## src/hw/emt_pkg.sv

```systemverilog
// Package with constants and types for the emulation memory march tester.
package emt_pkg;
    // ==========================================
    // Geometry
    localparam int EMT_AW = 14;
    localparam int EMT_DW = 16;
    localparam int EMT_ROWS = 4;
    localparam logic [13:0] EMT_LAST_ADDR = 14'h3FFF;
    localparam logic [11:0] EMT_LAST_LOW = 12'hFFF;
    // ==========================================
    // Reset values and seeds
    localparam logic [15:0] EMT_MASK_RST = 16'h0000;
    localparam logic [15:0] EMT_CNT_RST = 16'h0000;
    localparam logic [15:0] EMT_LFSR_SEED = 16'hACE1;
    localparam logic [15:0] EMT_LFSR_TAPS = 16'hB400;
    localparam logic [15:0] EMT_ZEROS = 16'h0000;
    localparam logic [15:0] EMT_ONES = 16'hFFFF;
    // ==========================================
    // Timing
    localparam longint EMT_CLK_HZ = 100000000;
    localparam longint EMT_RETAIN_S = 60;
    localparam longint EMT_RETAIN_CYC = EMT_RETAIN_S * EMT_CLK_HZ;
    // ==========================================
    // Modes
    typedef enum logic [1:0] {
        EMT_MODE_MARCH,
        EMT_MODE_IMAGE,
        EMT_MODE_RETAIN
    } emt_mode_t;
endpackage

```

## src/hw/emt_mem_if.sv

```systemverilog
// Interface carrying the RAM port between the tester sequencer and its access unit.
`timescale 1ns/1ps
interface emt_mem_if;
    import emt_pkg::*;
    logic req;
    logic we;
    logic [13:0] addr;
    logic [15:0] wdata;
    logic done;
    logic [15:0] rdata;
    modport seq (output req, output we, output addr, output wdata, input done, input rdata);
    modport acc (input req, input we, input addr, input wdata, output done, output rdata);
endinterface

```

## src/hw/emt_tester.sv

```systemverilog
// Memory march tester top: sequencer, checkers and result stores.
// Contract
// - Initialise controller and program mapper for the chosen row before testing.
// - Tested row is 16K locations of 16 bits, all covered.
// - Write random word, read it back at once, compare, then step.
// - After march, reread whole row and compare to catch imaging.
// - Errors accumulate across passes; only explicit restart clears them.
// - Failing-bit mask bit n marks data bit Dn; zero when clean.
// - Failure count stays zero when clean, plus one per failing pass.
// - Tested in 4K blocks; image flags report A13 and A12.
// - Image: line low writing zeros, then high writing ones, stepping lower bits.
// - Image readback flags locations differing from the intended value.
// - Retention: write zeros, wait 60 s, read; then same with ones.
// - Retention stops at the first failing location in either phase.
// - Image and retention capture first failing address and bits, else invalid.
// - Four 16K rows each keep their own mask and failure count.
`timescale 1ns/1ps
module emt_tester
    import emt_pkg::*;
#(
    parameter longint RETAIN_CYCLES = EMT_RETAIN_CYC
)
(
    input wire logic mclk,
    input wire logic rst_n,
    input wire logic start,
    input wire logic restart,
    input wire logic [1:0] test_mode,
    input wire logic [1:0] row_sel,
    input wire logic image_line,
    output logic setup_req,
    input wire logic setup_ack,
    output logic [1:0] setup_row,
    output logic busy,
    output logic done,
    output logic ram_cs,
    output logic ram_we,
    output logic [13:0] ram_addr,
    output logic [15:0] ram_wdata,
    output logic ram_wdata_oe,
    input wire logic [15:0] ram_rdata,
    output logic [15:0] fail_mask [EMT_ROWS],
    output logic [15:0] fail_count [EMT_ROWS],
    output logic [1:0] image_err,
    output logic first_bad_valid,
    output logic [13:0] first_bad_address,
    output logic [15:0] first_bad_data_bits
);
    // ==========================================
    // State
    typedef enum logic [3:0] {
        EMT_IDLE, EMT_SETUP, EMT_WR, EMT_RD, EMT_SCAN, EMT_WAIT, EMT_FIN
    } emt_state_t;

    emt_state_t st_q;
    emt_mode_t mode_q;
    logic [1:0] row_q;
    logic line_q;
    logic [13:0] addr_q;
    logic phase_q;
    logic [15:0] lfsr_q;
    logic [15:0] scan_lfsr_q;
    logic [39:0] wait_q;
    logic pass_bad_q;
    logic issued_q;
    logic [15:0] diff;
    logic [15:0] expect_v;
    logic [15:0] pattern_v;
    logic [13:0] phys_addr;
    logic [13:0] last_v;
    logic bit_hi;

    emt_mem_if mi();

    emt_ram_access u_acc (
        .mclk(mclk),
        .rst_n(rst_n),
        .m(mi),
        .ram_cs(ram_cs),
        .ram_we(ram_we),
        .ram_addr(ram_addr),
        .ram_wdata(ram_wdata),
        .ram_wdata_oe(ram_wdata_oe),
        .ram_rdata(ram_rdata)
    );

    // ==========================================
    // Address and pattern
    // Image mode places the line under test on A13 or A12 and steps the 12 lower bits.
    // An image sweep ends after 8K logical addresses, since only bit 12 and below are used.
    always_comb begin
        bit_hi = addr_q[12];
        last_v = EMT_LAST_ADDR;
        if (mode_q == EMT_MODE_IMAGE) begin
            last_v = {2'h1, EMT_LAST_LOW};
            phys_addr = line_q ? {bit_hi, 1'b0, addr_q[11:0]} : {1'b0, bit_hi, addr_q[11:0]};
            pattern_v = bit_hi ? EMT_ONES : EMT_ZEROS;
        end else if (mode_q == EMT_MODE_RETAIN) begin
            phys_addr = addr_q;
            pattern_v = phase_q ? EMT_ONES : EMT_ZEROS;
        end else begin
            phys_addr = addr_q;
            pattern_v = lfsr_q;
        end
        expect_v = (mode_q == EMT_MODE_MARCH && st_q == EMT_SCAN) ? scan_lfsr_q : pattern_v;
        diff = mi.rdata ^ expect_v;
    end

    assign mi.req = (st_q == EMT_WR || st_q == EMT_RD || st_q == EMT_SCAN) && !issued_q;
    assign mi.we = (st_q == EMT_WR);
    assign mi.addr = phys_addr;
    assign mi.wdata = pattern_v;
    assign setup_req = (st_q == EMT_SETUP);
    assign setup_row = row_q;
    assign busy = (st_q != EMT_IDLE);

    // ==========================================
    // Sequencer
    // Steps march, image and retention sequences; the last address ends each sweep, or a failing retention read ends the scan early.
    always_ff @(posedge mclk) begin
        if (!rst_n) begin
            st_q <= EMT_IDLE;
            mode_q <= EMT_MODE_MARCH;
            row_q <= 2'd0;
            line_q <= 1'b0;
            addr_q <= 14'h0000;
            phase_q <= 1'b0;
            issued_q <= 1'b0;
            wait_q <= 40'd0;
            done <= 1'b0;
        end else begin
            done <= 1'b0;
            if (mi.req) begin
                issued_q <= 1'b1;
            end
            unique case (st_q)
                EMT_IDLE: begin
                    if (start) begin
                        mode_q <= emt_mode_t'(test_mode);
                        row_q <= row_sel;
                        line_q <= image_line;
                        st_q <= EMT_SETUP;
                    end
                end
                EMT_SETUP: begin
                    if (setup_ack) begin
                        addr_q <= 14'h0000;
                        phase_q <= 1'b0;
                        issued_q <= 1'b0;
                        st_q <= EMT_WR;
                    end
                end
                EMT_WR: begin
                    if (mi.done) begin
                        issued_q <= 1'b0;
                        if (mode_q == EMT_MODE_MARCH) begin
                            st_q <= EMT_RD;
                        end else if (addr_q == last_v) begin
                            addr_q <= 14'h0000;
                            wait_q <= 40'd0;
                            st_q <= (mode_q == EMT_MODE_RETAIN) ? EMT_WAIT : EMT_SCAN;
                        end else begin
                            addr_q <= addr_q + 14'h0001;
                        end
                    end
                end
                EMT_RD: begin
                    if (mi.done) begin
                        issued_q <= 1'b0;
                        if (addr_q == EMT_LAST_ADDR) begin
                            addr_q <= 14'h0000;
                            st_q <= EMT_SCAN;
                        end else begin
                            addr_q <= addr_q + 14'h0001;
                            st_q <= EMT_WR;
                        end
                    end
                end
                EMT_WAIT: begin
                    wait_q <= wait_q + 40'd1;
                    if (wait_q == 40'(RETAIN_CYCLES - 1)) begin
                        st_q <= EMT_SCAN;
                    end
                end
                EMT_SCAN: begin
                    if (mi.done) begin
                        issued_q <= 1'b0;
                        if (mode_q == EMT_MODE_RETAIN && diff != EMT_ZEROS) begin
                            st_q <= EMT_FIN;
                        end else if (addr_q == last_v) begin
                            addr_q <= 14'h0000;
                            if (mode_q == EMT_MODE_RETAIN && !phase_q) begin
                                phase_q <= 1'b1;
                                st_q <= EMT_WR;
                            end else begin
                                st_q <= EMT_FIN;
                            end
                        end else begin
                            addr_q <= addr_q + 14'h0001;
                        end
                    end
                end
                EMT_FIN: begin
                    done <= 1'b1;
                    st_q <= EMT_IDLE;
                end
                default: st_q <= EMT_IDLE;
            endcase
        end
    end

    // ==========================================
    // Random data
    // Two LFSRs share one seed: one feeds writes, one regenerates them for the reread.
    always_ff @(posedge mclk) begin
        if (!rst_n || st_q == EMT_SETUP) begin
            lfsr_q <= EMT_LFSR_SEED;
            scan_lfsr_q <= EMT_LFSR_SEED;
        end else begin
            if (st_q == EMT_RD && mi.done) begin
                lfsr_q <= (lfsr_q >> 1) ^ (lfsr_q[0] ? EMT_LFSR_TAPS : EMT_ZEROS);
            end
            if (st_q == EMT_SCAN && mi.done) begin
                scan_lfsr_q <= (scan_lfsr_q >> 1) ^ (scan_lfsr_q[0] ? EMT_LFSR_TAPS : EMT_ZEROS);
            end
        end
    end

    // ==========================================
    // Results
    logic chk;
    assign chk = mi.done && (st_q == EMT_RD || st_q == EMT_SCAN);

    // Per-row masks and counts accumulate until restart; a pass adds at most one failure.
    genvar g;
    generate
        for (g = 0; g < EMT_ROWS; g++) begin : g_row
            always_ff @(posedge mclk) begin
                if (!rst_n || restart) begin
                    fail_mask[g] <= EMT_MASK_RST;
                    fail_count[g] <= EMT_CNT_RST;
                end else if (row_q == 2'(g)) begin
                    if (chk) begin
                        fail_mask[g] <= fail_mask[g] | diff;
                    end
                    if (st_q == EMT_FIN && (pass_bad_q || (chk && diff != EMT_ZEROS))) begin
                        fail_count[g] <= fail_count[g] + 16'h0001;
                    end
                end
            end
        end
    endgenerate

    // Pass flag, image flags and first-failure capture; they start clean on each start.
    always_ff @(posedge mclk) begin
        if (!rst_n) begin
            pass_bad_q <= 1'b0;
            image_err <= 2'b00;
            first_bad_valid <= 1'b0;
            first_bad_address <= 14'h0000;
            first_bad_data_bits <= 16'h0000;
        end else if (st_q == EMT_IDLE && start) begin
            pass_bad_q <= 1'b0;
            image_err <= 2'b00;
            first_bad_valid <= 1'b0;
            first_bad_address <= 14'h0000;
            first_bad_data_bits <= 16'h0000;
        end else if (chk && diff != EMT_ZEROS) begin
            pass_bad_q <= 1'b1;
            if (mode_q == EMT_MODE_IMAGE) begin
                image_err[line_q] <= 1'b1;
            end
            if (mode_q != EMT_MODE_MARCH && !first_bad_valid) begin
                first_bad_valid <= 1'b1;
                first_bad_address <= phys_addr;
                first_bad_data_bits <= diff;
            end
        end
    end
endmodule

```

## src/hw/emt_ram_access.sv

```systemverilog
// RAM access unit: turns one request into one RAM cycle on the pins.
`timescale 1ns/1ps
module emt_ram_access
    import emt_pkg::*;
(
    input wire logic mclk,
    input wire logic rst_n,
    emt_mem_if.acc m,
    output logic ram_cs,
    output logic ram_we,
    output logic [13:0] ram_addr,
    output logic [15:0] ram_wdata,
    output logic ram_wdata_oe,
    input wire logic [15:0] ram_rdata
);
    // ==========================================
    // Access phases
    logic busy_q;
    logic [15:0] rd_s1_q;
    logic [15:0] rd_s2_q;

    // Drives the RAM for one cycle, then waits two cycles for synchronised read data.
    logic [1:0] ph_q;
    always_ff @(posedge mclk) begin
        if (!rst_n) begin
            busy_q <= 1'b0;
            ph_q <= 2'd0;
            ram_cs <= 1'b0;
            ram_we <= 1'b0;
            ram_addr <= 14'h0000;
            ram_wdata <= 16'h0000;
            ram_wdata_oe <= 1'b0;
        end else if (!busy_q && m.req) begin
            busy_q <= 1'b1;
            ph_q <= 2'd0;
            ram_cs <= 1'b1;
            ram_we <= m.we;
            ram_addr <= m.addr;
            ram_wdata <= m.wdata;
            ram_wdata_oe <= m.we;
        end else if (busy_q) begin
            ram_cs <= 1'b0;
            ram_we <= 1'b0;
            ram_wdata_oe <= 1'b0;
            ph_q <= ph_q + 2'd1;
            if (ph_q == 2'd2) begin
                busy_q <= 1'b0;
            end
        end
    end

    // Read data passes two flip-flops since the RAM lives off this clock's timing.
    always_ff @(posedge mclk) begin
        if (!rst_n) begin
            rd_s1_q <= 16'h0000;
            rd_s2_q <= 16'h0000;
        end else begin
            rd_s1_q <= ram_rdata;
            rd_s2_q <= rd_s1_q;
        end
    end

    assign m.done = busy_q && (ph_q == 2'd2);
    assign m.rdata = rd_s2_q;
endmodule

```

## config.mk

```make
export PLATFORM = sky130hd
export DESIGN_NAME = emt_tester
export DESIGN_NICKNAME = d
export VERILOG_FILES = /design/src/hw/emt_pkg.sv /design/src/hw/emt_mem_if.sv /design/src/hw/emt_tester.sv /design/src/hw/emt_ram_access.sv
export SDC_FILE = /design/constraint.sdc
export NUM_CORES = 1
export LEC_CHECK = 0
export BUFFER_PORTS_ARGS = -buffer_cell sky130_fd_sc_hd__buf_2
export CORE_ASPECT_RATIO = 0.75
export CORE_MARGIN = 3
export CORE_UTILIZATION = 25
export DETAILED_ROUTE_END_ITERATION = 16
export PLACE_DENSITY = 0.48
export SETUP_SLACK_MARGIN = 0.1
export SYNTH_ARGS = -nofsm -noshare
export SYNTH_HDL_FRONTEND = slang
export SYNTH_SLANG_ARGS = --single-unit
```

## constraint.sdc

```tcl
create_clock -name mclk -period 4.33 [get_ports mclk]
set_clock_uncertainty 0.1 [all_clocks]
set_input_delay 0.6495 -clock mclk [delete_from_list [all_inputs] [get_ports mclk]]
set_output_delay 0.6495 -clock mclk [all_outputs]
set_load 0.05 [all_outputs]
```

==> results of run 1 <==
==> worst paths after layout <==
kind | start | end | slack (ps) | cells past startpoint
worst min-delay path | ram_rdata[14] | u_acc.rd_s1_q[14]$_SDFF_PN0_ | 210 | 2
worst max register to register | mode_q[1]$_SDFFE_PN0P_ | addr_q[9]$_SDFFE_PN0P_ | 320 | 10
worst max-delay path | mode_q[1]$_SDFFE_PN0P_ | addr_q[9]$_SDFFE_PN0P_ | 320 | 10
worst min register to register | u_acc.rd_s1_q[11]$_SDFF_PN0_ | u_acc.m.rdata[11]$_SDFF_PN0_ | 320 | 1
==> power by group <==
| group | switching, mW | total [mW] | internal (mW) |
|---|---|---|---|
| registers | 0.109 | 3.22 | 3.11 |
| clock network | 1.30 | 3.29 | 1.99 |
| logic | 1.24 | 1.70 | 0.461 |
| total | 2.65 | 8.21 | 5.56 |
==> placed cells by master (no fill, tap or decap), types with 7 or more instances in the layout <==
cell / netlist / final
dfxtp_1: 326 / 326
buf_2: 7 / 224
nand2_1: 214 / 213
nor2_1: 210 / 209
a21oi_1: 170 / 170
nand3_1: 76 / 76
xor2_1: 67 / 67
xnor2_1: 44 / 44
clkbuf_16: 0 / 39
and3_1: 37 / 37
buf_4: 1 / 36
and2_1: 35 / 35
o21ai_0: 27 / 26
nand2b_1: 22 / 21
or3_1: 20 / 20
a31oi_1: 19 / 19
nand4_1: 17 / 17
inv_1: 11 / 11
mux2i_1: 11 / 11
nor3_1: 11 / 10
a211oi_1: 9 / 9
clkbuf_8: 0 / 9
nor4_1: 8 / 8
clkbuf_1: 70 / 8
nor2b_1: 7 / 7
ha_1: 7 / 7
clkinv_2: 0 / 7
==> critical path, delay by kind of cell, from the launching register on <==
kind / cells / cell delay, ps
flops: 1 / 380
buf+inv: 1 / 290
simple gates: 4 / 1530
compound gates: 3 / 830
xor+xnor: 2 / 790
==> through the flow <==
step           area [um^2]   util
6_report             16000  0.318
3_5_place_dp         14700  0.293
5_1_grt              16000  0.318
4_1_cts              16000  0.318
2_1_floorplan        12800      -
3_3_place_gp         14700  0.293
==> registers in the layout (all words and copies together) (netlist names), 3 cells and up <==
| signal | flops |
|---|---|
| addr_q | 14 |
| fail_count | 64 |
| fail_mask | 64 |
| first_bad_address | 14 |
| first_bad_data_bits | 16 |
| lfsr_q | 16 |
| scan_lfsr_q | 16 |
| st_q | 3 |
| u_acc.m.rdata | 16 |
| u_acc.ram_addr | 14 |
| u_acc.ram_wdata | 16 |
| u_acc.rd_s1_q | 16 |
| wait_q | 40 |
==> layout make-up <==
class / instances / area share
flip-flops and latches: 326 / 0.408
multi-input cells: 1075 / 0.370
clock inverters: 13 / 0.00939
repair buffers: 261 / 0.0882
inverters: 12 / 0.00282
well taps: 657 / 0.0514
clock buffers: 56 / 0.0706
==> per-layer routing <==
metal  GRT usage  vias to the layer above  wire length (um)
met1       0.217                     5263             20400
li1            -                     5488                 -
met3      0.0363                       54              2610
met2       0.230                      285             18200
met4      0.0442                        0               877
met5           0                        -                 0
==> cells in the mapped netlist (2+ instances only) <==
| cell | count | area, um^2 |
|---|---|---|
| and4_1 | 5 | 43.8 |
| nor4b_1 | 4 | 35.0 |
| xnor2_1 | 44 | 385 |
| nor4_1 | 8 | 50.1 |
| xor2_1 | 67 | 587 |
| nor2_1 | 210 | 788 |
| nand2b_1 | 22 | 138 |
| o211ai_1 | 4 | 30.0 |
| a31oi_1 | 19 | 119 |
| nor4_2 | 2 | 25.0 |
| o21a_1 | 2 | 15.0 |
| nor3_1 | 11 | 55.1 |
| nand3_1 | 76 | 380 |
| nor2b_1 | 7 | 43.8 |
| clkbuf_1 | 70 | 263 |
| nand2_1 | 214 | 803 |
| a211oi_1 | 9 | 67.6 |
| dfxtp_1 | 326 | 6530 |
| and3_1 | 37 | 231 |
| o31ai_1 | 3 | 22.5 |
| and2_1 | 35 | 219 |
| o211a_1 | 3 | 30.0 |
| inv_1 | 11 | 41.3 |
| nand4b_1 | 4 | 35.0 |
| or4b_1 | 3 | 30.0 |
| nor3b_1 | 3 | 22.5 |
| o41ai_1 | 2 | 17.5 |
| mux2i_1 | 11 | 110 |
| buf_2 | 7 | 35.0 |
| ha_1 | 7 | 87.6 |
| or3_1 | 20 | 125 |
| or2_2 | 2 | 12.5 |
| a21oi_1 | 170 | 851 |
| o22ai_1 | 2 | 12.5 |
| o21ai_0 | 27 | 135 |
| or4_1 | 5 | 37.5 |
| nand4_1 | 17 | 106 |
==> cells by family (layout without fill, tap and decap cells) <==
kind of cell	after synthesis	after routing	synth area share
xor gates and xnor gates	111	111	0.0762
muxes	12	12	0.00951
buffers and inverters	92	342	0.0287
and+or+nand+nor	695	695	0.258
AOI/OAI and AO/OA	250	250	0.110
DFF	326	326	0.512
adders and majority gates	7	7	0.00686
==> results.toml, run 1 <==
[run_status]
outcome = "finished clean"

[worst_setup_path]
cp_slowest_stage_delay_ps = 670
cp-end-kind = "flop"
crit_path_max_fanout = 13
path_cells = "xnor2_1, buf_4, nand2b_1, a31oi_1, xnor2_1, nor4_1, nand4_2, a21o_1, or4_1, a21oi_1"
worstPathArrival_ps = 4370
critPathKind = "flop to flop"
required_ps = 4690
crit_path_start_kind = "flop"
cp_slowest_cell = "xnor2_1"
crit_top_cell = "xnor2_1"

[timing]
hold_viol_final = 0
rsz0062_at_grt = "no"
fin_crit_sh = 0.925
period_needed_ps = 4010
finalSetupTns_ps = 0
setup_slack_ps = 324
timing.hold.ws_ps = 212
relSlewSlack = 0.304
finalSetupViolations = 0
maxSlewViolCount = 0
fmax_ghz = 0.250
worst_pin_slew_ps = 1040

[worst_hold_path]
hold_class = "input port to flop"

[place]
portBuffers = 224
dp_hpwl_um = 30100
pre_cts_slack_ps = 461
routabilityCongestion = 0.808
dp_cells = 2331

[synthesis]
ys_ff_latch = 326
async_flop_share = 0
synth_edf_count = 0
synth.distinct_cells = 61
synthCells = 1493
ys_seq_area_frac = 0.512
yosysWarningCount = 0
synth_fp_nets = 1526
syn_avg_cell_area_um2 = 8.55
syn_area_um2 = 12800
synth_ff_type = "dfxtp_1"

[global_routing]
grt_usage = 0.153
grt_max_degree = 58
grt_pass1_wl_um = 63700
grt_overflow = 0
antenna_found_initial = 6
grt_pass1_vias = 10400

[cts]
htree_levels = 2
cts_tree = "yes"
clkLatencyLatePin_ps = 550
ctsResizeCount = 0
cts-root-buf = "clkbuf_16"
ctsHoldBuffers = 0
clkTransAtPathRegs_ps = 60
numCtsBuffers = 38
ctsLongestPathBuffers = 3
postCtsSetupBuffers = 0
cts_sinks = 326

[power]
ir_drop_mv = 0.209
power_mw = 8.21
p_leak_nw = 6.39
powerDensity_nw_per_um2 = 513

[layout]
synthToLayoutAreaGrowth_pct = 25.4
drive_above_1_share = 0.199
multiInputGateArea_um2 = 5910
final_nets = 1747
stdcell_count = 2400
antenna_cells = 0
fill_cells = 5336
regArea_um2 = 6530

[drt]
num_vias = 11100
drt_iter0_drc = 789
drc = 0
ant_nets = 0
wl_per_cell_um = 17.5
first_pass_iters = 5
avgViaCountPerCell = 4.62
routed_wl_um = 42100

[floorplan]
die_w_um = 267
core.rowCount = 71
die_area_um2 = 53800
ios = 225
fp.dieH_um = 202
core_area_um2 = 50300
start_util = 0.254

[job]
maxCapViolCount = 0
No activity file was read; power rests on OpenSTA's default activity.
==> inputs of run 2 (changes only) <==
--- a/config.mk
+++ b/config.mk
@@ -6,7 +6,6 @@
 export NUM_CORES = 1
 export LEC_CHECK = 0
 export BUFFER_PORTS_ARGS = -buffer_cell sky130_fd_sc_hd__buf_2
-export CORE_ASPECT_RATIO = 0.75
 export CORE_MARGIN = 3
 export CORE_UTILIZATION = 25
 export DETAILED_ROUTE_END_ITERATION = 16
==> results.toml, run 2 (synthesis gave the netlist of run 1 again) <==
[cts]
cts_sinks = 326
htree_levels = 2
ctsResizeCount = 0
ctsLongestPathBuffers = 3
cts_tree = "yes"
cts-root-buf = "clkbuf_16"
ctsHoldBuffers = 0
numCtsBuffers = 37
clkLatencyLatePin_ps = 550
postCtsSetupBuffers = 0
clkTransAtPathRegs_ps = 60

[drt]
ant_nets = 0
avgViaCountPerCell = 4.59
drt_iter0_drc = 528
drc = 0
routed_wl_um = 40000
wl_per_cell_um = 16.6
num_vias = 11100
first_pass_iters = 5

[worst_setup_path]
required_ps = 4710
cp_slowest_cell = "a21boi_4"
crit_buf_inv = 1
cp-end-kind = "flop"
crit_path_start_kind = "flop"
worstPathArrival_ps = 4200
critPathKind = "flop to flop"
crit_family = "simple AND/OR/NAND/NOR gates"
crit_path_max_fanout = 23
cp_slowest_stage_delay_ps = 560
path_cells = "and2b_1, a21boi_4, a31oi_1, xnor2_1, buf_4, nor4_2, nand4_2, a21o_1, or4_1, a21oi_1"
r2r_slack_ps = 500

[place]
portBuffers = 224
routabilityCongestion = 0.819
place_area_um2 = 14700
dp_hpwl_um = 29400

[floorplan]
ios = 225
die_area_um2 = 53800
core.rowCount = 82
start_util = 0.254
die_w_um = 232
core_area_um2 = 50300
fp.dieH_um = 232

[power]
p_leak_nw = 6.33
ir_drop_mv = 0.220
powerDensity_nw_per_um2 = 492

[timing]
fmax_ghz = 0.261
finalSetupTns_ps = 0
period_needed_ps = 3830
maxSlewViolCount = 0
relSlewSlack = 0.244
finalSetupViolations = 0
worst_pin_slew_ps = 1130
fin_crit_sh = 0.884
hold_viol_final = 0
rsz0062_at_grt = "no"

[global_routing]
antenna_found_initial = 1
grt_usage = 0.144
grt_pass1_vias = 10500
grt_pass1_wl_um = 61100
grt_max_degree = 54
grt_overflow = 0

[layout]
final_cell_mix = "dfxtp_1, buf_2, nand2_1, nor2_1, a21oi_1"
drive_above_1_share = 0.197
layout_commonest_cell = "dfxtp_1"
stdcell_area_um2 = 15900
final_nets = 1749
synthToLayoutAreaGrowth_pct = 24.6
top_regs = "fail_count (64), fail_mask (64), wait_q (40)"

[run_status]
outcome = "finished clean"

[worst_hold_path]
hold_class = "input port to flop"

[job]
maxCapViolCount = 0
-- run 2: where the power goes --
group          leakage, nW  internal (mW)  switching, mW
logic                 3.13          0.468           1.14
clock network        0.566           1.76           1.25
registers             2.64           3.11          0.101
total                 6.33           5.34           2.48
-- run 2: cell type report --
class	count	area, um^2
sequential	326	6530
clock inverter	9	98.8
multi-input combinational	1075	5910
antenna	1	2.50
clock buffer	49	1050
tap	672	841
inverter	12	45.0
timing repair buffer	264	1420
fill	5345	34400
-- run 2: per-layer routing --
| layer | vias up | track usage | share of wire |
|---|---|---|---|
| met5 | - | 0 | 0 |
| met4 | 0 | 0.0349 | 0.019 |
| met3 | 54 | 0.0393 | 0.065 |
| met2 | 268 | 0.233 | 0.45 |
| met1 | 5235 | 0.190 | 0.47 |
| li1 | 5501 | - | - |
-- run 2: final timing paths --
check,to,cells past startpoint,from
hold / removal,u_acc.rd_s1_q[4]$_SDFF_PN0_,2,ram_rdata[4]
setup reg to reg,addr_q[9]$_SDFFE_PN0P_,10,mode_q[1]$_SDFFE_PN0P_
setup / recovery,addr_q[9]$_SDFFE_PN0P_,10,mode_q[1]$_SDFFE_PN0P_
hold reg to reg,u_acc.m.rdata[0]$_SDFF_PN0_,1,u_acc.rd_s1_q[0]$_SDFF_PN0_
-- run 2: stage by stage --
step	hold slack, ps	cells	power [mW]	util	worst slack, ps
after floorplan	312	1493	4.29	-	915
after global placement	322	2349	4.89	0.293	547
after detailed placement	319	2349	4.90	0.293	499
after CTS	185	2407	7.95	0.316	504
after global routing	190	2407	8.20	0.316	119
final	213	2408	7.82	0.316	502
